`src/cid_pkg.sv`:
```
// Shared constants, opcodes and register map of the instruction decoder
package cid_pkg;

  // AXI4-Lite register map (byte addresses)
  localparam int          AXI_AW        = 8;
  localparam logic [7:0]  REG_CTRL      = 8'h00;
  localparam logic [7:0]  REG_STATUS    = 8'h04;
  localparam logic [7:0]  REG_COUNT     = 8'h08;
  localparam logic [7:0]  REG_TMR_ADDR  = 8'h0C;
  localparam int          CTRL_EN_BIT   = 0;
  localparam logic        CTRL_EN_RST   = 1'b1;
  localparam logic [11:0] TMR_ADDR_RST  = 12'hFD6;
  localparam logic [1:0]  RESP_OKAY     = 2'b00;
  localparam logic [1:0]  RESP_DECERR   = 2'b11;

  // Data memory layout used by the bit operations
  localparam logic [7:0]  ACCESS_SPLIT  = 8'h80;
  localparam logic [3:0]  ACCESS_HI_BNK = 4'hF;
  localparam logic [11:0] PORT_LO       = 12'hF80;
  localparam logic [11:0] PORT_HI       = 12'hF8F;

  // Status input field positions
  localparam int ST_C  = 0;
  localparam int ST_DC = 1;
  localparam int ST_Z  = 2;
  localparam int ST_OV = 3;
  localparam int ST_N  = 4;

  // Affected-flag mask bit positions and common masks
  localparam int FM_TO  = 5;
  localparam int FM_PD  = 6;
  localparam int FM_GIE = 7;
  localparam logic [7:0] MASK_NONE  = 8'h00;
  localparam logic [7:0] MASK_ARITH = 8'h1F;
  localparam logic [7:0] MASK_LOGIC = 8'h14;
  localparam logic [7:0] MASK_CARRY = 8'h01;
  localparam logic [7:0] MASK_PWR   = 8'h60;
  localparam logic [7:0] MASK_IRQ   = 8'h80;
  localparam logic [7:0] MASK_ALL   = 8'hFF;

  localparam logic [20:0] PC_RST  = 21'h000000;
  localparam logic [20:0] PC_STEP = 21'h000002;

  typedef enum logic [5:0] {
    OP_NOP, OP_BIT_CLEAR, OP_BIT_SET, OP_BIT_TOGGLE, OP_BTST_CLEAR, OP_BTST_SET,
    OP_COND_BRANCH, OP_UNCOND_BRANCH, OP_REL_SUB_JUMP, OP_LONG_CALL, OP_ABS_JUMP,
    OP_STANDBY, OP_WATCHDOG_CLEAR, OP_DECIMAL_ADJUST, OP_SOFT_RESET, OP_PUSH, OP_POP,
    OP_IRQ_RETURN, OP_SUB_RETURN, OP_LIT_RETURN, OP_LIT_ADD, OP_LIT_AND, OP_LIT_OR,
    OP_LIT_SUB, OP_LIT_XOR, OP_LIT_MULTIPLY, OP_LIT_MOVE, OP_BANK_LOAD,
    OP_POINTER_LOAD, OP_TABLE_READ, OP_TABLE_WRITE, OP_OTHER
  } cid_op_e;

  typedef enum logic [1:0] {ST_EXEC, ST_WORD2, ST_SKIP, ST_HOLD} cid_state_e;

endpackage

```
`src/cid_decoder.sv`:
```
// Instruction decoder for bit, control, literal and table instructions
// Contract
// - Bit clear/set/toggle/test opcodes, no flags
// - Skips take one, two or three cycles
// - Conditional and unconditional relative branches
// - Long call two words; relative call
// - Absolute jump is two words, two cycles
// - Lone second word executes as no-operation
// - Top nibble 1111 is single-cycle no-op
// - Fixed control words: nop, standby, watchdog, adjust, reset
// - Single-cycle return stack push and pop
// - Interrupt and subroutine returns, two cycles
// - Literal return loads working register, two cycles
// - Literal operations by second nibble
// - Literal flag effects per operation
// - Load four-bit literal into bank select
// - Two-word pointer load of 12-bit literal
// - Table reads with four pointer modes
// - Table writes with four pointer modes
// - Port read-modify-write sources pin levels
// - Timer-zero write clears assigned prescaler
// - Taken relative branch, relative call or return adds no-op cycle
// - Access bit selects access or banked memory
`timescale 1ns/1ps
module cid_decoder
  import cid_pkg::*;
(
  input  wire logic              i_mclk,
  input  wire logic              i_nrst,
  // AXI4-Lite slave
  input  wire logic [AXI_AW-1:0] i_awaddr,
  input  wire logic              i_awvalid,
  output logic                   o_awready,
  input  wire logic [31:0]       i_wdata,
  input  wire logic [3:0]        i_wstrb,
  input  wire logic              i_wvalid,
  output logic                   o_wready,
  output logic [1:0]             o_bresp,
  output logic                   o_bvalid,
  input  wire logic              i_bready,
  input  wire logic [AXI_AW-1:0] i_araddr,
  input  wire logic              i_arvalid,
  output logic                   o_arready,
  output logic [31:0]            o_rdata,
  output logic [1:0]             o_rresp,
  output logic                   o_rvalid,
  input  wire logic              i_rready,
  // Program memory word at o_pc_addr
  input  wire logic [15:0]       i_instr,
  input  wire logic              i_instr_valid,
  output logic                   o_instr_ready,
  output logic [20:0]            o_pc_addr,
  // Datapath state
  input  wire logic [4:0]        i_status,
  input  wire logic [7:0]        i_file_data,
  input  wire logic [7:0]        i_pin_data,
  input  wire logic [20:0]       i_return_addr,
  input  wire logic              i_prescaler_assigned,
  // Decoded instruction
  output logic                   o_exec,
  output cid_op_e                o_op,
  output logic [7:0]             o_flag_mask,
  output logic [1:0]             o_cycles,
  output logic [2:0]             o_bit_pos,
  output logic [11:0]            o_file_addr,
  output logic [11:0]            o_literal,
  output logic [1:0]             o_fsr_sel,
  output logic                   o_shadow,
  output logic [1:0]             o_tbl_mode,
  output logic                   o_src_pins,
  output logic                   o_prescaler_clear,
  output logic                   o_stack_push,
  output logic                   o_stack_pop,
  output logic                   o_soft_reset,
  output logic                   o_nop_slot,
  output logic [3:0]             o_bsr
);

  ////////////////////////////////////////////////////////////////////////////
  // Register file state
  logic        ctrl_en;
  logic [11:0] tmr_addr;
  logic [31:0] exec_count;
  logic [7:0]  aw_addr;
  logic [31:0] wdata;
  logic [3:0]  wstrb;
  logic        wr_fire;
  logic        wr_hit;

  // Both address and data held, response not yet raised
  assign wr_fire = !o_awready && !o_wready && !o_bvalid;
  assign wr_hit  = (aw_addr == REG_CTRL) || (aw_addr == REG_TMR_ADDR);

  // Write channels; address and data accepted in either order
  always_ff @(posedge i_mclk or negedge i_nrst) begin
    if (!i_nrst) begin
      o_awready <= 1'b1;
      o_wready  <= 1'b1;
      o_bvalid  <= 1'b0;
      o_bresp   <= RESP_OKAY;
      aw_addr   <= '0;
      wdata     <= '0;
      wstrb     <= '0;
    end else begin
      if (i_awvalid && o_awready) begin
        aw_addr   <= i_awaddr;
        o_awready <= 1'b0;
      end
      if (i_wvalid && o_wready) begin
        wdata    <= i_wdata;
        wstrb    <= i_wstrb;
        o_wready <= 1'b0;
      end
      if (wr_fire) begin
        o_bvalid <= 1'b1;
        o_bresp  <= (wr_hit || aw_addr == REG_STATUS || aw_addr == REG_COUNT) ?
                    RESP_OKAY : RESP_DECERR;
      end
      if (o_bvalid && i_bready) begin
        o_bvalid  <= 1'b0;
        o_awready <= 1'b1;
        o_wready  <= 1'b1;
      end
    end
  end

  // Writable registers; status and count are read-only
  always_ff @(posedge i_mclk or negedge i_nrst) begin
    if (!i_nrst) begin
      ctrl_en  <= CTRL_EN_RST;
      tmr_addr <= TMR_ADDR_RST;
    end else if (wr_fire) begin
      if (aw_addr == REG_CTRL && wstrb[0]) begin
        ctrl_en <= wdata[CTRL_EN_BIT];
      end
      if (aw_addr == REG_TMR_ADDR) begin
        if (wstrb[0]) begin
          tmr_addr[7:0] <= wdata[7:0];
        end
        if (wstrb[1]) begin
          tmr_addr[11:8] <= wdata[11:8];
        end
      end
    end
  end

  cid_state_e state;

  // Read channel; one-cycle answer after the address is taken
  always_ff @(posedge i_mclk or negedge i_nrst) begin
    if (!i_nrst) begin
      o_arready <= 1'b1;
      o_rvalid  <= 1'b0;
      o_rdata   <= '0;
      o_rresp   <= RESP_OKAY;
    end else if (i_arvalid && o_arready) begin
      o_arready <= 1'b0;
      o_rvalid  <= 1'b1;
      o_rresp   <= RESP_OKAY;
      unique case (i_araddr)
        REG_CTRL:     o_rdata <= {31'h0, ctrl_en};
        REG_STATUS:   o_rdata <= {16'h0, 2'h0, state, o_bsr, 2'h0, o_op};
        REG_COUNT:    o_rdata <= exec_count;
        REG_TMR_ADDR: o_rdata <= {20'h0, tmr_addr};
        default: begin
          o_rdata <= '0;
          o_rresp <= RESP_DECERR;
        end
      endcase
    end else if (o_rvalid && i_rready) begin
      o_rvalid  <= 1'b0;
      o_arready <= 1'b1;
    end
  end

  ////////////////////////////////////////////////////////////////////////////
  // Opcode decode of the presented word
  cid_op_e    dec_op;
  logic [7:0] dec_mask;
  logic       dec_two;

  always_comb begin
    dec_op   = OP_OTHER;
    dec_mask = MASK_NONE;
    dec_two  = 1'b0;
    casez (i_instr)
      16'h9???: dec_op = OP_BIT_CLEAR;
      16'h8???: dec_op = OP_BIT_SET;
      16'h7???: dec_op = OP_BIT_TOGGLE;
      16'hB???: dec_op = OP_BTST_CLEAR;
      16'hA???: dec_op = OP_BTST_SET;
      16'b1110_0???_????_????: dec_op = OP_COND_BRANCH;
      16'b1101_0???_????_????: dec_op = OP_UNCOND_BRANCH;
      16'b1101_1???_????_????: dec_op = OP_REL_SUB_JUMP;
      16'b1110_110?_????_????: begin
        dec_op  = OP_LONG_CALL;
        dec_two = 1'b1;
      end
      16'hEF??: begin
        dec_op  = OP_ABS_JUMP;
        dec_two = 1'b1;
      end
      16'b1110_1110_00??_????: begin
        dec_op  = OP_POINTER_LOAD;
        dec_two = 1'b1;
      end
      16'hC???: dec_two = 1'b1;    // Byte move first word: two-word sequencing and skip length
      16'hF???: dec_op = OP_NOP;
      16'h0000: dec_op = OP_NOP;
      16'h0003: begin
        dec_op   = OP_STANDBY;
        dec_mask = MASK_PWR;
      end
      16'h0004: begin
        dec_op   = OP_WATCHDOG_CLEAR;
        dec_mask = MASK_PWR;
      end
      16'h0007: begin
        dec_op   = OP_DECIMAL_ADJUST;
        dec_mask = MASK_CARRY;
      end
      16'h00FF: begin
        dec_op   = OP_SOFT_RESET;
        dec_mask = MASK_ALL;
      end
      16'h0005: dec_op = OP_PUSH;
      16'h0006: dec_op = OP_POP;
      16'b0000_0000_0001_000?: begin
        dec_op   = OP_IRQ_RETURN;
        dec_mask = MASK_IRQ;
      end
      16'b0000_0000_0001_001?: dec_op = OP_SUB_RETURN;
      16'h0C??: dec_op = OP_LIT_RETURN;
      16'h0F??: begin
        dec_op   = OP_LIT_ADD;
        dec_mask = MASK_ARITH;
      end
      16'h08??: begin
        dec_op   = OP_LIT_SUB;
        dec_mask = MASK_ARITH;
      end
      16'h0B??: begin
        dec_op   = OP_LIT_AND;
        dec_mask = MASK_LOGIC;
      end
      16'h09??: begin
        dec_op   = OP_LIT_OR;
        dec_mask = MASK_LOGIC;
      end
      16'h0A??: begin
        dec_op   = OP_LIT_XOR;
        dec_mask = MASK_LOGIC;
      end
      16'h0D??: dec_op = OP_LIT_MULTIPLY;
      16'h0E??: dec_op = OP_LIT_MOVE;
      16'h010?: dec_op = OP_BANK_LOAD;
      16'b0000_0000_0000_10??: dec_op = OP_TABLE_READ;
      16'b0000_0000_0000_11??: dec_op = OP_TABLE_WRITE;
      default: dec_op = OP_OTHER;
    endcase
  end

  ////////////////////////////////////////////////////////////////////////////
  // Operand fields
  logic [11:0] eff_addr;
  logic        is_port;
  logic        bit_val;
  logic [2:0]  cc;
  logic        cond_true;
  logic [20:0] pc_inc;
  logic [20:0] tgt_short;
  logic [20:0] tgt_long;
  logic [20:0] tgt_abs;
  logic [15:0] word1;

  // Access bit 0 maps to the access bank, 1 to the banked page
  assign eff_addr = i_instr[8] ? {o_bsr, i_instr[7:0]} :
                    ((i_instr[7:0] < ACCESS_SPLIT) ? {4'h0, i_instr[7:0]} :
                                                     {ACCESS_HI_BNK, i_instr[7:0]});
  assign is_port  = (eff_addr >= PORT_LO) && (eff_addr <= PORT_HI);
  // Port bits read the pins, so inputs held low by the outside read back low
  assign bit_val  = is_port ? i_pin_data[i_instr[11:9]] :
                              i_file_data[i_instr[11:9]];

  // Condition code: flag pair selected by the upper bits, odd codes invert
  assign cc = i_instr[10:8];
  always_comb begin
    unique case (cc[2:1])
      2'h0: cond_true = i_status[ST_Z] ^ cc[0];
      2'h1: cond_true = i_status[ST_C] ^ cc[0];
      2'h2: cond_true = i_status[ST_OV] ^ cc[0];
      2'h3: cond_true = i_status[ST_N] ^ cc[0];
    endcase
  end

  // Offsets count words past the incremented PC
  assign pc_inc    = o_pc_addr + PC_STEP;
  assign tgt_short = pc_inc + {{12{i_instr[7]}}, i_instr[7:0], 1'b0};
  assign tgt_long  = pc_inc + {{9{i_instr[10]}}, i_instr[10:0], 1'b0};
  assign tgt_abs   = {i_instr[11:0], word1[7:0], 1'b0};

  ////////////////////////////////////////////////////////////////////////////
  // Sequencer
  cid_state_e next_state;
  logic [20:0] next_pc;
  logic        take;

  assign take = i_instr_valid && o_instr_ready;

  always_comb begin
    next_state = state;
    next_pc    = o_pc_addr;
    unique case (state)
      ST_EXEC: if (take) begin
        next_pc = pc_inc;
        if (dec_two) begin
          next_state = ST_WORD2;
        end else if (dec_op == OP_COND_BRANCH && cond_true) begin
          next_pc    = tgt_short;
          next_state = ST_HOLD;
        end else if (dec_op == OP_UNCOND_BRANCH || dec_op == OP_REL_SUB_JUMP) begin
          next_pc    = tgt_long;
          next_state = ST_HOLD;
        end else if ((dec_op == OP_BTST_CLEAR && !bit_val) ||
                     (dec_op == OP_BTST_SET && bit_val)) begin
          next_state = ST_SKIP;
        end else if (dec_op == OP_IRQ_RETURN || dec_op == OP_SUB_RETURN ||
                     dec_op == OP_LIT_RETURN) begin
          next_pc    = i_return_addr;
          next_state = ST_HOLD;
        end else if (dec_op == OP_TABLE_READ || dec_op == OP_TABLE_WRITE) begin
          next_state = ST_HOLD;
        end else if (dec_op == OP_SOFT_RESET) begin
          next_pc = PC_RST;
        end
      end
      ST_WORD2: if (take) begin
        next_state = ST_EXEC;
        next_pc    = (word1[15:12] == 4'hE && word1[11:8] != 4'hE) ? tgt_abs : pc_inc;
      end
      // Skipped word: a two-word first word keeps skipping one more
      ST_SKIP: if (take) begin
        next_pc    = pc_inc;
        next_state = dec_two ? ST_SKIP : ST_EXEC;
      end
      ST_HOLD: next_state = ST_EXEC;
    endcase
  end

  always_ff @(posedge i_mclk or negedge i_nrst) begin
    if (!i_nrst) begin
      state         <= ST_EXEC;
      o_pc_addr     <= PC_RST;
      o_instr_ready <= 1'b0;
    end else begin
      state         <= next_state;
      o_pc_addr     <= next_pc;
      // Dead cycle of a flow change is a stall, so the fetch is not lost
      o_instr_ready <= ctrl_en && (next_state != ST_HOLD);
    end
  end

  // First word kept for the second-word cycle
  always_ff @(posedge i_mclk or negedge i_nrst) begin
    if (!i_nrst) begin
      word1 <= '0;
    end else if (take && state == ST_EXEC) begin
      word1 <= i_instr;
    end
  end

  // Bank select, loaded from the literal, cleared by software reset
  always_ff @(posedge i_mclk or negedge i_nrst) begin
    if (!i_nrst) begin
      o_bsr <= '0;
    end else if (take && state == ST_EXEC) begin
      if (dec_op == OP_BANK_LOAD) begin
        o_bsr <= i_instr[3:0];
      end else if (dec_op == OP_SOFT_RESET) begin
        o_bsr <= '0;
      end
    end
  end

  ////////////////////////////////////////////////////////////////////////////
  // Issued instruction outputs
  logic exec1;
  logic exec2;
  logic bit_wr;

  assign exec1  = take && state == ST_EXEC && !dec_two;
  assign exec2  = take && state == ST_WORD2;
  assign bit_wr = dec_op == OP_BIT_CLEAR || dec_op == OP_BIT_SET || dec_op == OP_BIT_TOGGLE;

  always_ff @(posedge i_mclk or negedge i_nrst) begin
    if (!i_nrst) begin
      o_exec            <= 1'b0;
      o_op              <= OP_NOP;
      o_flag_mask       <= MASK_NONE;
      o_cycles          <= 2'h0;
      o_bit_pos         <= '0;
      o_file_addr       <= '0;
      o_literal         <= '0;
      o_fsr_sel         <= '0;
      o_shadow          <= 1'b0;
      o_tbl_mode        <= '0;
      o_src_pins        <= 1'b0;
      o_prescaler_clear <= 1'b0;
      o_stack_push      <= 1'b0;
      o_stack_pop       <= 1'b0;
      o_soft_reset      <= 1'b0;
      o_nop_slot        <= 1'b0;
    end else begin
      o_exec            <= exec1 || exec2;
      o_nop_slot        <= state == ST_HOLD || (take && state == ST_SKIP);
      o_src_pins        <= exec1 && bit_wr && is_port;
      o_prescaler_clear <= exec1 && bit_wr && eff_addr == tmr_addr &&
                           i_prescaler_assigned;
      o_stack_push      <= (exec1 && (dec_op == OP_PUSH || dec_op == OP_REL_SUB_JUMP)) ||
                           (exec2 && word1[15:9] == 7'b1110_110);
      o_stack_pop       <= exec1 && (dec_op == OP_POP || dec_op == OP_IRQ_RETURN ||
                                     dec_op == OP_SUB_RETURN || dec_op == OP_LIT_RETURN);
      o_soft_reset      <= exec1 && dec_op == OP_SOFT_RESET;
      if (exec1) begin
        o_op        <= dec_op;
        o_flag_mask <= dec_mask;
        o_cycles    <= (dec_op == OP_UNCOND_BRANCH || dec_op == OP_REL_SUB_JUMP ||
                        (dec_op == OP_COND_BRANCH && cond_true) ||
                        next_state == ST_HOLD) ? 2'h2 : 2'h1;
        o_bit_pos   <= i_instr[11:9];
        o_file_addr <= eff_addr;
        o_literal   <= {4'h0, i_instr[7:0]};
        o_shadow    <= i_instr[0];
        o_tbl_mode  <= i_instr[1:0];
      end else if (exec2) begin
        // Byte move pairs are out of scope here, so they must not pose as a jump
        o_op        <= (word1[15:12] != 4'hE) ? OP_OTHER :
                       (word1[11:8] == 4'hF) ? OP_ABS_JUMP :
                       (word1[11:8] == 4'hE) ? OP_POINTER_LOAD : OP_LONG_CALL;
        o_flag_mask <= MASK_NONE;
        o_cycles    <= 2'h2;
        o_literal   <= {word1[3:0], i_instr[7:0]};
        o_fsr_sel   <= word1[5:4];
        o_shadow    <= word1[8];
      end
    end
  end

  // Executed-instruction counter for software
  always_ff @(posedge i_mclk or negedge i_nrst) begin
    if (!i_nrst) begin
      exec_count <= '0;
    end else if (o_exec) begin
      exec_count <= exec_count + 32'h1;
    end
  end

  ////////////////////////////////////////////////////////////////////////////
  // Checks
  bit_op_flags_a: assert property (@(posedge i_mclk) disable iff (!i_nrst)
    o_exec && (o_op inside {OP_BIT_CLEAR, OP_BIT_SET, OP_BIT_TOGGLE}) |-> o_flag_mask == MASK_NONE)
    else $error("bit operation reports flag changes");

  skip_length_a: assert property (@(posedge i_mclk) disable iff (!i_nrst)
    state == ST_SKIP && take && !dec_two |=> state == ST_EXEC && !o_exec && o_nop_slot)
    else $error("skip did not end after one-word instruction");

  branch_hold_a: assert property (@(posedge i_mclk) disable iff (!i_nrst)
    state == ST_EXEC && take && dec_op == OP_UNCOND_BRANCH
    |=> state == ST_HOLD && !o_instr_ready ##1 state == ST_EXEC)
    else $error("taken branch lacks its no-op cycle");

  branch_target_a: assert property (@(posedge i_mclk) disable iff (!i_nrst)
    state == ST_EXEC && take && dec_op == OP_COND_BRANCH && cond_true
    |=> o_pc_addr == $past(tgt_short))
    else $error("branch target wrong");

  call_two_word_a: assert property (@(posedge i_mclk) disable iff (!i_nrst)
    state == ST_WORD2 && take && word1[15:9] == 7'b1110_110
    |=> state == ST_EXEC && o_exec && o_op == OP_LONG_CALL && o_cycles == 2'h2 && o_stack_push)
    else $error("long call not handled as two words");

  add_flags_a: assert property (@(posedge i_mclk) disable iff (!i_nrst)
    o_exec && (o_op inside {OP_LIT_ADD, OP_LIT_SUB}) |-> o_flag_mask == MASK_ARITH)
    else $error("literal arithmetic flags wrong");

  bank_load_a: assert property (@(posedge i_mclk) disable iff (!i_nrst)
    o_exec && o_op == OP_BANK_LOAD |-> o_bsr == o_literal[3:0])
    else $error("bank select not loaded");

  prescale_clear_a: assert property (@(posedge i_mclk) disable iff (!i_nrst)
    o_prescaler_clear |-> o_exec && o_file_addr == tmr_addr)
    else $error("prescaler cleared for wrong target");

  pin_source_a: assert property (@(posedge i_mclk) disable iff (!i_nrst)
    o_src_pins |-> o_file_addr >= PORT_LO && o_file_addr <= PORT_HI)
    else $error("pin source outside port range");

endmodule

```
`config.mk`:
```
export PLATFORM = sky130hd
export DESIGN_NAME = cid_decoder
export DESIGN_NICKNAME = d
export VERILOG_FILES = /design/src/cid_pkg.sv /design/src/cid_decoder.sv
export SDC_FILE = /design/constraint.sdc
export NUM_CORES = 1
export LEC_CHECK = 0
export ABC_AREA = 1
export BUFFER_PORTS_ARGS = -buffer_cell sky130_fd_sc_hd__buf_4
export CAP_MARGIN = 5
export CORE_UTILIZATION = 40
export CTS_CLUSTER_SIZE = 14
export DETAILED_ROUTE_END_ITERATION = 12
export GPL_TIMING_DRIVEN = 0
export SLEW_MARGIN = 40
export SYNTH_ARGS = -nofsm -noshare
export SYNTH_HDL_FRONTEND = slang
export SYNTH_SLANG_ARGS = --single-unit
```
`constraint.sdc`:
```
create_clock -name i_mclk -period 2.6 [get_ports i_mclk]
set_input_delay 0.39 -clock i_mclk [delete_from_list [all_inputs] [get_ports i_mclk]]
set_output_delay 0.39 -clock i_mclk [all_outputs]
set_load 0.1 [all_outputs]
```
* Word level (Yosys, flattened, before mapping)
Index checks and enable logic that the tools add are counted.
** Word-level totals
- Bits in latches :: 0
- Bits in registers :: 207
- ROM bits :: 0
- Memories kept :: 0
- Output and inout port bits :: 122
- Memory bits (writable) :: 0
** Operators by class
- Reductions and logical operators :: 75
- Add/subtract/negate cells :: 4
- $mul :: 0
- Div/mod/pow operators :: 0
- Shift-type cells :: 0
- Multiplexer cells :: 63
- Magnitude comparators :: 4
- Equal/unequal tests :: 73
- Bitwise logic cells :: 5
** Operators by type and width (number)
- 21-bit 2-to-1 mux :: 11
- 5-bit case mux with 31 select lines :: 1
- 32-bit case mux with 4 select lines :: 1
- 8-bit by 4-bit equality test with 1-bit output, second input constant :: 12
- 16-bit by 3-bit equality test with 1-bit output, second input constant :: 4
- 21-bit case mux with 3 select lines :: 1
- 12-bit 2-to-1 mux :: 4
- 8-bit case mux with 6 select lines :: 1
- 21-bit adder :: 2
- 6-bit by 5-bit equality test with 1-bit output, second input constant :: 7
- 4-bit equality test, second input constant :: 9
- 32-bit by 1-bit adder with 32-bit output, second input constant :: 1
- 15-bit by 4-bit equality test with 1-bit output, second input constant :: 2
- 2-bit 2-to-1 mux :: 15
- 14-bit by 2-bit equality test with 1-bit output, second input constant :: 2
- 1-bit logical AND :: 27
- 6-bit by 3-bit equality test with 1-bit output, second input constant :: 4
- 21-bit by 2-bit adder with 21-bit output, second input constant :: 1
- 1-bit logical OR :: 19
- 6-bit by 4-bit equality test with 1-bit output, second input constant :: 3
- 16-bit by 2-bit equality test with 1-bit output, second input constant :: 1
- 16-bit by 8-bit equality test with 1-bit output, second input constant :: 1
- 8-bit by 3-bit equality test with 1-bit output, second input constant :: 2
- 16-bit zero test :: 1
- 38 further kinds :: 92

* Logic depth before layout (Yosys ltp)
Gate-level depths: netlist of run 1.
- Depth after elaboration :: 19
- Mapped depth :: 25
- Depth with buffers taken out :: 25

* Worst setup path before layout of run 1
Ideal clock, no wire load.
- Path type :: register to register
- Start point :: register o_pc_addr[1]
- End point :: register o_pc_addr[14]
- Required time :: 2522 ps
- Setup time :: 78 ps
- Stages on the path, launching flop included :: 20
- Slack :: -906 ps
- Arrival :: 3428 ps
- Path buffers :: 1
- Cell sequence :: dfrtp_1 ha_1 clkbuf_2 nand2_1 nor2_1 nand2_1 xor2_1 inv_1 ha_1 nand2_1 nor2_1 nand3_1 or2_2 nand2_1 nand2_1 nand3_1 nand3_1 o21ai_0 nand2_1 a21oi_1
** On the way
- Cells in the longest elaborated chain, start to end :: 10
** RTL lines
- start: declaration :: RTL line cid_decoder.sv:52 : output logic [20:0] o_pc_addr,
- start signal: assignment :: RTL line cid_decoder.sv:357 : o_pc_addr <= next_pc;
- 21-bit by 2-bit adder with 21-bit output (*) :: RTL line cid_decoder.sv:297 : assign pc_inc = o_pc_addr + PC_STEP;
- branches (longest 8 deep; another with 21-bit adder)
- 21-bit case mux with 3 select lines (*) :: RTL line cid_decoder.sv:313 : unique case (state)
Mark *: on every way between the ends. The select of a mux whose other input is x is not followed.
A chain may end at the register's enable or synchronous reset.

* Final worst setup path of run 1
- Start point :: register o_pc_addr[1]
- End point :: register o_pc_addr[19]
Same word-level chain as after synthesis.

==> results.toml, run 1 <==
[setup_path]
r2r_slack_ns = -0.42
startpoint = "o_pc_addr[1]$_DFFE_PN0P_"
ff2ff_path_depth = 21
worstSetupEndpointType = "flop"
crit_type = "reg -> reg"
reg2reg_to = "o_pc_addr[19]$_DFFE_PN0P_"
required_ns = 2.99
cp.arrival_ns = 3.41
r2r_start = "o_pc_addr[1]$_DFFE_PN0P_"
endpoint = "o_pc_addr[19]$_DFFE_PN0P_"
start_kind = "flop"
slowest_stage = "dfrtp_4"
worstPathCellList = "ha_4 > nand2_4 > nor2_4 > nand2_4 > nor2_4 > xor2_4 > ha_4 > nand2_4 > nor2_4 > inv_2 > nor2_4 > nand4_1 > nand3_1 > nand2_1 > nand2_1 > nand2_1 > nand2_2 > nand2_2 > nand2_2 > nand2_2 > a21oi_2"
path_max_fanout = 6
max_stage_delay_ns = 0.46

[drt]
first_iter_violations = 1177
route.detailed.vias_per_inst = 5.495
dr.pass1.iters = 5
wirelength_um = 51040
ant_nets = 0
vias = 13990
routedWlPerCell_um = 20.05
drc = 0

[place]
gp_congestion = 1.013
io_buffers = 215
post-dp-hpwl_um = 38610
dp.cells = 2433

[logic_synthesis]
yosysWarnings = 0
syn_area_um2 = 13100
synth_compound_area_share_pct = 13.78
ys_dominant_reg_cell = "dfrtp_1"
synth_edf_count = 0
yosys.area_share.adder_pct = 3.591
ys_ff_latch = 199
synth_area_leaders = "dfrtp_1, nand2_1, inv_1"
synthesis.nets = 1937
synth_xor_area_share_pct = 4.011
postSynthCellCount = 1781
avgSynthCellArea_um2 = 7.356
yosysTopAreaCellShare_pct = 35.53
synth_top_family_by_area = "simple AND/OR/NAND/NOR gates"
yosysTopAreaCell = "dfrtp_1"
synth.yosys.seq_area_share_pct = 38.13
ys_types = 63
synth_mux_area_share_pct = 1.719
async_flop_share_pct = 100.0
synth_simple_gate_area_share_pct = 30.12

[power]
power.leakage_nw = 8.694
p_per_area_nw_per_um2 = 1164
p_sw_share_pct = 53.82
netSwitchingPower_w = 0.01132
pwr-share-comb_pct = 63.7
clock_power_share_pct = 13.4
sequentialPowerShare_pct = 22.9
vdd_drop_max_mv = 1.384
internal_power_w = 0.009709
total_power_w = 0.02102

[sta]
worstMarginPinSlew_ns = 0.8331
clock_skew_ns = 0.01456
fmax_ghz = 0.3310
holdWs_ns = 0.1033
setup_violations = 14
maxSlewViolCount = 0
rsz0062_at_grt = "yes"
slew_headroom_pct = 44.46
setup_slack_ns = -0.4214
period_minus_slack_ns = 3.021
hold_violations = 0
finalCritPeriodShare_pct = 116.2

[finish]
final_common_cell = "nand2_1"
final_cell_mix = "nand2_1, buf_4, inv_1"
syn2layout_area_growth_pct = 37.84
multi_input_area_um2 = 8305
drive_gt1_share_pct = 32.73
num_antenna_cells = 0
final_cells = 2546
final_nets = 2254
fillers = 3040
seq_area_um2 = 5042
fin_util_pct = 56.64

[clocking]
clk_latency_ns = 0.45
cts_buffer_depth = 2
clock_sinks = 199
cts_tree = "built"
cts_inserted_buffers = 17
h-tree-depth = 4
cts_root_buf = "clkbuf_16"
clk_pin_slew_ns = 0.08

[die]
rows = 65
core_area_um2 = 31880
ios = 241
die_h_um = 183.0
initial_utilization_pct = 41.09
die_area_um2 = 33480
die_w_um = 183.0

[run_status]
violations = "negative setup slack"
outcome = "complete, but fails checks"

[grt]
grt_pass1_wl_um = 77160
grt.overflow.total = 0
grt_pass1_vias = 13370
grt_max_degree = 73
grt_usage_pct = 30.37
antenna_found_initial = 0

[hold_path]
worstHoldPathType = "in -> reg"

[run]
max-cap-violations = 0
[registers in the layout, summed over array words and instances (netlist names), 12 cells and up]
signal and cells:
exec_count 32, o_file_addr 12, o_literal 12, o_pc_addr 21, o_rdata 32, tmr_addr 12
wdata 12, word1 16
[logic make-up (layout without fill, tap and decap cells)]
kind of cell             count (synthesis)  count (layout)
AND/OR/NAND/NOR                        889             889
AO/OA/AOI/OAI                          312             312
buffers and inverters                  263             593
flip-flops                             199             199
XOR/XNOR                                60              60
adder cells (fa/ha/maj)                 37              37
multiplexers                            20              20
other                                    1               1
[cell type report]
| type | instances | share of cell area (%) |
|---|---|---|
| Clock inverter | 15 | 1.088 |
| Sequential cell | 199 | 27.92 |
| Timing Repair Buffer | 300 | 13.35 |
| Clock buffer | 17 | 2.356 |
| Multi-Input combinational cell | 1319 | 45.99 |
| Inverter | 206 | 4.372 |
| Buffer | 55 | 1.905 |
| Tap cell | 435 | 3.014 |
[cells in the mapped netlist, drive strengths merged (4+ instances only)]
| library cell | instances |
|---|---|
| a21o | 4 |
| o31ai | 18 |
| xor2 | 44 |
| clkbuf | 28 |
| nor4 | 15 |
| a21oi | 85 |
| nor2 | 185 |
| or2 | 5 |
| o21bai | 5 |
| ha | 36 |
| o21ai | 131 |
| nand4 | 34 |
| a22oi | 5 |
| mux2 | 20 |
| nand3 | 129 |
| dfrtp | 186 |
| inv | 204 |
| nand3b | 4 |
| a31oi | 13 |
| a221oi | 4 |
| nand2 | 478 |
| o211ai | 14 |
| o22ai | 14 |
| nor3 | 36 |
| o221ai | 8 |
| dfstp | 13 |
| buf | 29 |
| xnor2 | 16 |
[critical path, delay by kind of cell (launching register included)]
| family | cells | cell delay, ns |
|---|---|---|
| and+or+nand+nor | 16 | 1.55 |
| adders and majority gates | 2 | 0.44 |
| AOI/OAI and AO/OA | 1 | 0.14 |
| xor gates and xnor gates | 1 | 0.31 |
| buffers and inverters | 1 | 0.06 |
| DFF | 1 | 0.46 |
[per-layer routing]
metal	vias to the layer above	global-route usage (%)	routed length [um]
li1	6534	-	-
met1	6773	42.24	22890
met2	575	47.03	22800
met3	107	4.766	3299
met4	0	12.53	2037
met5	-	0	0
[worst min path at each step]
stage                         startpoint                  endpoint  slack [ns]  cells past startpoint
floorplan                         i_nrst    aw_addr[0]$_DFFE_PN0P_        0.09                      0
global placement    word1[9]$_DFFE_PN0P_    o_stack_push$_DFF_PN0_        0.44                      1
detailed placement                i_nrst  o_literal[5]$_DFFE_PN0P_        0.35                      1
CTS                             i_wvalid      o_wready$_DFFE_PN1P_        0.09                      2
global route                   i_awvalid     o_awready$_DFFE_PN1P_        0.11                      2
finish                          i_wvalid      o_wready$_DFFE_PN1P_        0.10                      2
[metrics by stage]
step           TNS (ns)  setup WS, ns  instance area (um2)
6_report         -4.541       -0.4214                18060
5_1_grt          -6.267       -0.5526                18060
4_1_cts          -3.044       -0.3347                17620
3_5_place_dp     -13.55        -1.008                15610
3_3_place_gp     -66.77        -1.041                15530
2_1_floorplan    -2.283       -0.2383                13380
[power by group through the flow]
stage	combinational (W)	clock, W	sequential [W]
after floorplan	0.00467	0	0.00798
after global placement	0.0107	0	0.00484
after detailed placement	0.0108	0	0.00486
after CTS	0.0125	0.00287	0.00480
after global routing	0.0141	0.00299	0.00489
final	0.0134	0.00282	0.00481
[what timing repair did]
action	CTS	global route
pin swaps	85	55
endpoints found under the hold margin	60	0
endpoints found under the setup margin	22	28
setup buffers	60	22
resized for setup	194	69
hold buffers	1	0
Power figures use the tool's default switching activity.
==> run 2: changes to the inputs <==
--- a/config.mk
+++ b/config.mk
@@ -12,6 +12,7 @@
 export CTS_CLUSTER_SIZE = 14
 export DETAILED_ROUTE_END_ITERATION = 12
 export GPL_TIMING_DRIVEN = 0
+export REMOVE_ABC_BUFFERS = 1
 export SLEW_MARGIN = 40
 export SYNTH_ARGS = -nofsm -noshare
 export SYNTH_HDL_FRONTEND = slang
==> constraint.sdc (replaced) <==
create_clock -name i_mclk -period 3.4 [get_ports i_mclk]
set_input_delay 0.51 -clock i_mclk [delete_from_list [all_inputs] [get_ports i_mclk]]
set_output_delay 0.51 -clock i_mclk [all_outputs]
set_load 0.1 [all_outputs]
==> results.toml, run 2 (synthesis results as in run 1) <==
[die]
core_area_um2 = 31880
rows = 65
initial_utilization_pct = 41.09
die_w_um = 183.0
die_h_um = 183.0
die_area_um2 = 33480
ios = 241

[finish]
final_nets = 2127
final_common_cell = "nand2_1"
drive_gt1_share_pct = 21.07
syn2layout_area_growth_pct = 22.57
reg_top3 = "exec_count: 32 flops, o_rdata: 32 flops, o_pc_addr: 21 flops"
num_antenna_cells = 0
final_cell_mix = "nand2_1, buf_4, inv_1"

[power]
total_power_w = 0.01411
p_per_area_nw_per_um2 = 878.8
power.leakage_nw = 7.925
vdd_drop_max_mv = 0.9208

[sta]
fmax_ghz = 0.3054
worstMarginPinSlew_ns = 0.8128
slew_headroom_pct = 45.81
setup_violations = 0
hold_violations = 0
setup-tns-final_ns = 0
finalCritPeriodShare_pct = 96.32
clock_skew_ns = 0.01378
rsz0062_at_grt = "yes"
period_minus_slack_ns = 3.275
maxSlewViolCount = 0

[setup_path]
max_stage_delay_ns = 0.43
startpoint = "o_pc_addr[1]$_DFFE_PN0P_"
critPathBufInv = 1
ff2ff_path_depth = 19
cp_top_family = "simple AND/OR/NAND/NOR gates"
crit_type = "reg -> reg"
cp.arrival_ns = 3.62
r2r_start = "o_pc_addr[1]$_DFFE_PN0P_"
reg2reg_to = "o_pc_addr[15]$_DFFE_PN0P_"
cp_common_cell = "nand2_1"
r2r_slack_ns = 0.13
worstPathCellList = "inv_1 > nor2_4 > nand2_2 > nor2_2 > nand2_1 > xnor2_4 > ha_1 > a21oi_2 > o21ai_0 > a21oi_1 > nand2_1 > nand2_1 > nand2_1 > nor2_1 > nor2_1 > nand2_1 > nand2_1 > a21oi_2 > nor2_1"
required_ns = 3.74
start_kind = "flop"
path_max_fanout = 5
worstSetupEndpointType = "flop"
slowest_stage = "dfrtp_2"

[grt]
grt_usage_pct = 28.16
met2_usage_pct = 43.56
grt_pass1_vias = 12390
grt_pass1_wl_um = 72040
antenna_found_initial = 1
grt.overflow.total = 0
grt_use_met1_pct = 39.97
grt_busiest_layer = "met2"
grt_max_degree = 76
met3_usage_pct = 4.110

[place]
post-dp-hpwl_um = 35700
gp_congestion = 0.9303
io_buffers = 216

[drt]
dr.pass1.iters = 5
wirelength_um = 46680
first_iter_violations = 1051
routedWlPerCell_um = 19.30
vias = 13140
route.detailed.vias_per_inst = 5.432
ant_nets = 0
drc = 0

[clocking]
cts_inserted_buffers = 17
cts_hold_buf = 0
cts_buffer_depth = 2
clk_latency_ns = 0.45
clock_sinks = 199
clk_pin_slew_ns = 0.09
cts_root_buf = "clkbuf_16"
h-tree-depth = 4
cts_tree = "built"

[hold_path]
worstHoldPathType = "in -> async"

[run_status]
outcome = "finished, final reports clean"

[run]
max-cap-violations = 0
[run 2: changes by cell type in the layout (fill, tap and decap cells not counted), sizes merged]
cell         delta
dlygate4sd3     -1
buf           -100
clkbuf         -25
clkinv          +4
bufinv          +1
clkinvlp        -1
inv             -5
[run 2: final cells by class]
type	instances	area (um2)
Tap cell	435	544.3
Sequential cell	199	5010
Clock inverter	14	183.9
Multi-Input combinational cell	1319	7338
Clock buffer	18	429.2
Timing Repair Buffer	228	1770
Fill cell	3182	15820
Inverter	206	782.0
[run 2: layer usage]
layer / vias up / wire (um) / part of all wire, %
met4: 2 / 1647 / 3.5
met3: 86 / 3293 / 7.1
met5: - / 13 / 0.028
met1: 6234 / 21110 / 45
met2: 529 / 20610 / 44
li1: 6288 / - / -
[run 2: worst max-delay path by stage]
stage                     depth (start not counted)                   endpoint  slack (ns)
after floorplan                                  17  o_pc_addr[14]$_DFFE_PN0P_       -0.12
after CTS                                        21  o_pc_addr[16]$_DFFE_PN0P_       0.005
after global placement                            7  o_pc_addr[18]$_DFFE_PN0P_       -1.28
after global routing                             19  o_pc_addr[15]$_DFFE_PN0P_       -0.05
after detailed placement                         20  o_pc_addr[14]$_DFFE_PN0P_       -0.44
final                                            19  o_pc_addr[15]$_DFFE_PN0P_        0.13
[run 2: stage by stage]
stage	cells	setup slack, ns	area [um2]	hold WS (ns)	utilization (%)
final	2419	0.1252	16060	0.009084	50.37
after global routing	2419	-0.05205	16060	0.02885	50.37
after detailed placement	2379	-0.4440	15060	0.4580	47.24
after global placement	2375	-1.279	14920	0.4560	46.80
after floorplan	1724	-0.1156	12750	0.2144	-
after CTS	2413	0.005371	15840	0.03182	49.68
[run 2: repair_timing]
item,CTS,global route
endpoints found under the hold margin,0,0
gates resized for setup,23,44
setup endpoints to repair,13,13
cloned,0,0
buffers inserted,2,6
pin swaps,0,5
[run 2: where the power goes]
part	internal, W	switching [W]
clock network	0.00112	0.00102
logic	0.00218	0.00611
registers	0.00305	0.000629
total	0.00635	0.00776
==> run 3: changes to the inputs <==
--- a/config.mk
+++ b/config.mk
@@ -9,6 +9,7 @@
 export BUFFER_PORTS_ARGS = -buffer_cell sky130_fd_sc_hd__buf_4
 export CAP_MARGIN = 5
 export CORE_UTILIZATION = 40
+export CTS_BUF_LIST = sky130_fd_sc_hd__clkbuf_4
 export CTS_CLUSTER_SIZE = 14
 export DETAILED_ROUTE_END_ITERATION = 12
 export GPL_TIMING_DRIVEN = 0
==> results.toml, run 3 (synthesis results as in run 1) <==
[clocking]
h-tree-depth = 4
clk_latency_ns = 0.62
cts_tree = "built"
cts_inserted_buffers = 17
cts_buffer_depth = 2
clock_sinks = 199
cts_root_buf = "clkbuf_4"
clk_pin_slew_ns = 0.19

[setup_path]
worstSetupEndpointType = "flop"
slowest_stage = "dfrtp_2"
r2r_slack_ns = 0.16
ff2ff_path_depth = 18
startpoint = "o_pc_addr[6]$_DFFE_PN0P_"
crit_type = "reg -> reg"
max_stage_delay_ns = 0.46
reg2reg_to = "o_pc_addr[14]$_DFFE_PN0P_"
start_kind = "flop"
cp_common_cell = "nand2_1"
r2r_start = "o_pc_addr[6]$_DFFE_PN0P_"
worstPathCellList = "nand2_1 > nor2_1 > nand2_1 > xnor2_1 > ha_1 > nand2_1 > nand2_1 > inv_1 > nand2_2 > inv_1 > nand2_4 > a21oi_1 > o21bai_1 > nand2_1 > nand2_1 > o21ai_0 > nand2_1 > a21oi_1"
path_max_fanout = 6
required_ns = 3.97
cp.arrival_ns = 3.81

[hold_path]
worstHoldPathType = "in -> reg"
hp-start = "i_awvalid"
min_to = "o_awready$_DFFE_PN1P_"
whs_path_depth = 2

[finish]
seq_area_um2 = 5010
final_nets = 2137
final_common_cell = "nand2_1"
syn2layout_area_growth_pct = 21.31
final_cell_mix = "nand2_1, buf_4, inv_1"
multi_input_area_um2 = 7372
drive_gt1_share_pct = 21.56
reg_top3 = "exec_count: 32 flops, o_rdata: 32 flops, o_pc_addr: 21 flops"
fin_util_pct = 49.85
fillers = 3220

[place]
post-dp-hpwl_um = 35700
io_buffers = 216
gp_congestion = 0.9303
place_ws_ns = -0.4440

[sta]
slew_headroom_pct = 47.93
setup_violations = 0
finalCritPeriodShare_pct = 95.31
hold_violations = 0
setup-tns-final_ns = 0
period_minus_slack_ns = 3.240
fmax_ghz = 0.3086
clock_skew_ns = 0.03216
setup_slack_ns = 0.1596
maxSlewViolCount = 0
worstMarginPinSlew_ns = 0.7810

[grt]
grt_pass1_vias = 12400
antenna_found_initial = 2
grt_pass1_wl_um = 71780
grt_max_degree = 76
grt.overflow.total = 0
grt_usage_pct = 28.07

[drt]
ant_nets = 0
first_iter_violations = 1073
route.detailed.vias_per_inst = 5.410
vias = 13150
dr.pass1.iters = 5
routedWlPerCell_um = 19.26
drc = 0
wirelength_um = 46800

[power]
p_per_area_nw_per_um2 = 845.6
power.leakage_nw = 7.857
total_power_w = 0.01344
vdd_drop_max_mv = 0.9270

[die]
core_area_um2 = 31880
initial_utilization_pct = 41.09
die_h_um = 183.0
die_w_um = 183.0
rows = 65
die_area_um2 = 33480
ios = 241

[run]
max-cap-violations = 0

[run_status]
outcome = "finished, final reports clean"
==> run 3: cell count changes in the layout (fill, tap and decap cells not counted), sizes merged <==
cell         before  now
buf             228  236
diode             0    1
dlygate4sd3       0    2
==> run 3: layout make-up <==
class	instances	area share [%]
Clock buffer	18	0.8503
Inverter	206	4.920
Sequential cell	199	31.52
Clock inverter	14	1.157
Timing Repair Buffer	238	11.72
Multi-Input combinational cell	1319	46.39
Tap cell	435	3.425
Antenna cell	1	0.01575
==> run 3: per-stage QoR <==
stage,hold WS [ns],cells,instance area (um2)
after detailed placement,0.4580,2379,15060
after CTS,0.001882,2413,15520
after global placement,0.4560,2375,14920
after global routing,0.01456,2430,15890
final,0.05278,2430,15890
after floorplan,0.2144,1724,12750
==> run 3: worst max path at each step <==
stage	to	slack, ns	cells after the start
after global placement	o_pc_addr[18]$_DFFE_PN0P_	-1.28	7
final	o_pc_addr[14]$_DFFE_PN0P_	0.16	18
after floorplan	o_pc_addr[14]$_DFFE_PN0P_	-0.12	17
after CTS	o_pc_addr[14]$_DFFE_PN0P_	0.01	18
after detailed placement	o_pc_addr[14]$_DFFE_PN0P_	-0.44	20
after global routing	o_pc_addr[15]$_DFFE_PN0P_	-0.02	19
==> run 3: repair_timing <==
item,4_1_cts,5_1_grt
pin swaps,1,5
gates resized for setup,21,53
endpoints found under the setup margin,13,13
hold endpoints to repair,61,1
hold buffers,1,1
buffers inserted,1,15
==> run 3: worst max-delay path: cells and delay by family (launching register included) <==
kind	cells	cell delay [ns]
XOR/XNOR	1	0.30
AND/OR/NAND/NOR	10	1.19
adder cells (fa/ha/maj)	1	0.35
flip-flops	1	0.46
AO/OA/AOI/OAI	4	0.64
buffers and inverters	2	0.25
==> run 3: layer usage <==
layer  vias up  GRT usage, %  share of wire, %
met5         -             0             0.028
met4         2         10.10               3.3
met3        76         4.091               6.7
met2       524         43.42                44
met1      6257         39.84                46
li1       6287             -                 -
==> run 3: where the power goes <==
group          total [W]  internal, W  switching (W)
registers        0.00367      0.00305       0.000619
clock network    0.00140     0.000480       0.000920
logic            0.00837      0.00224        0.00614
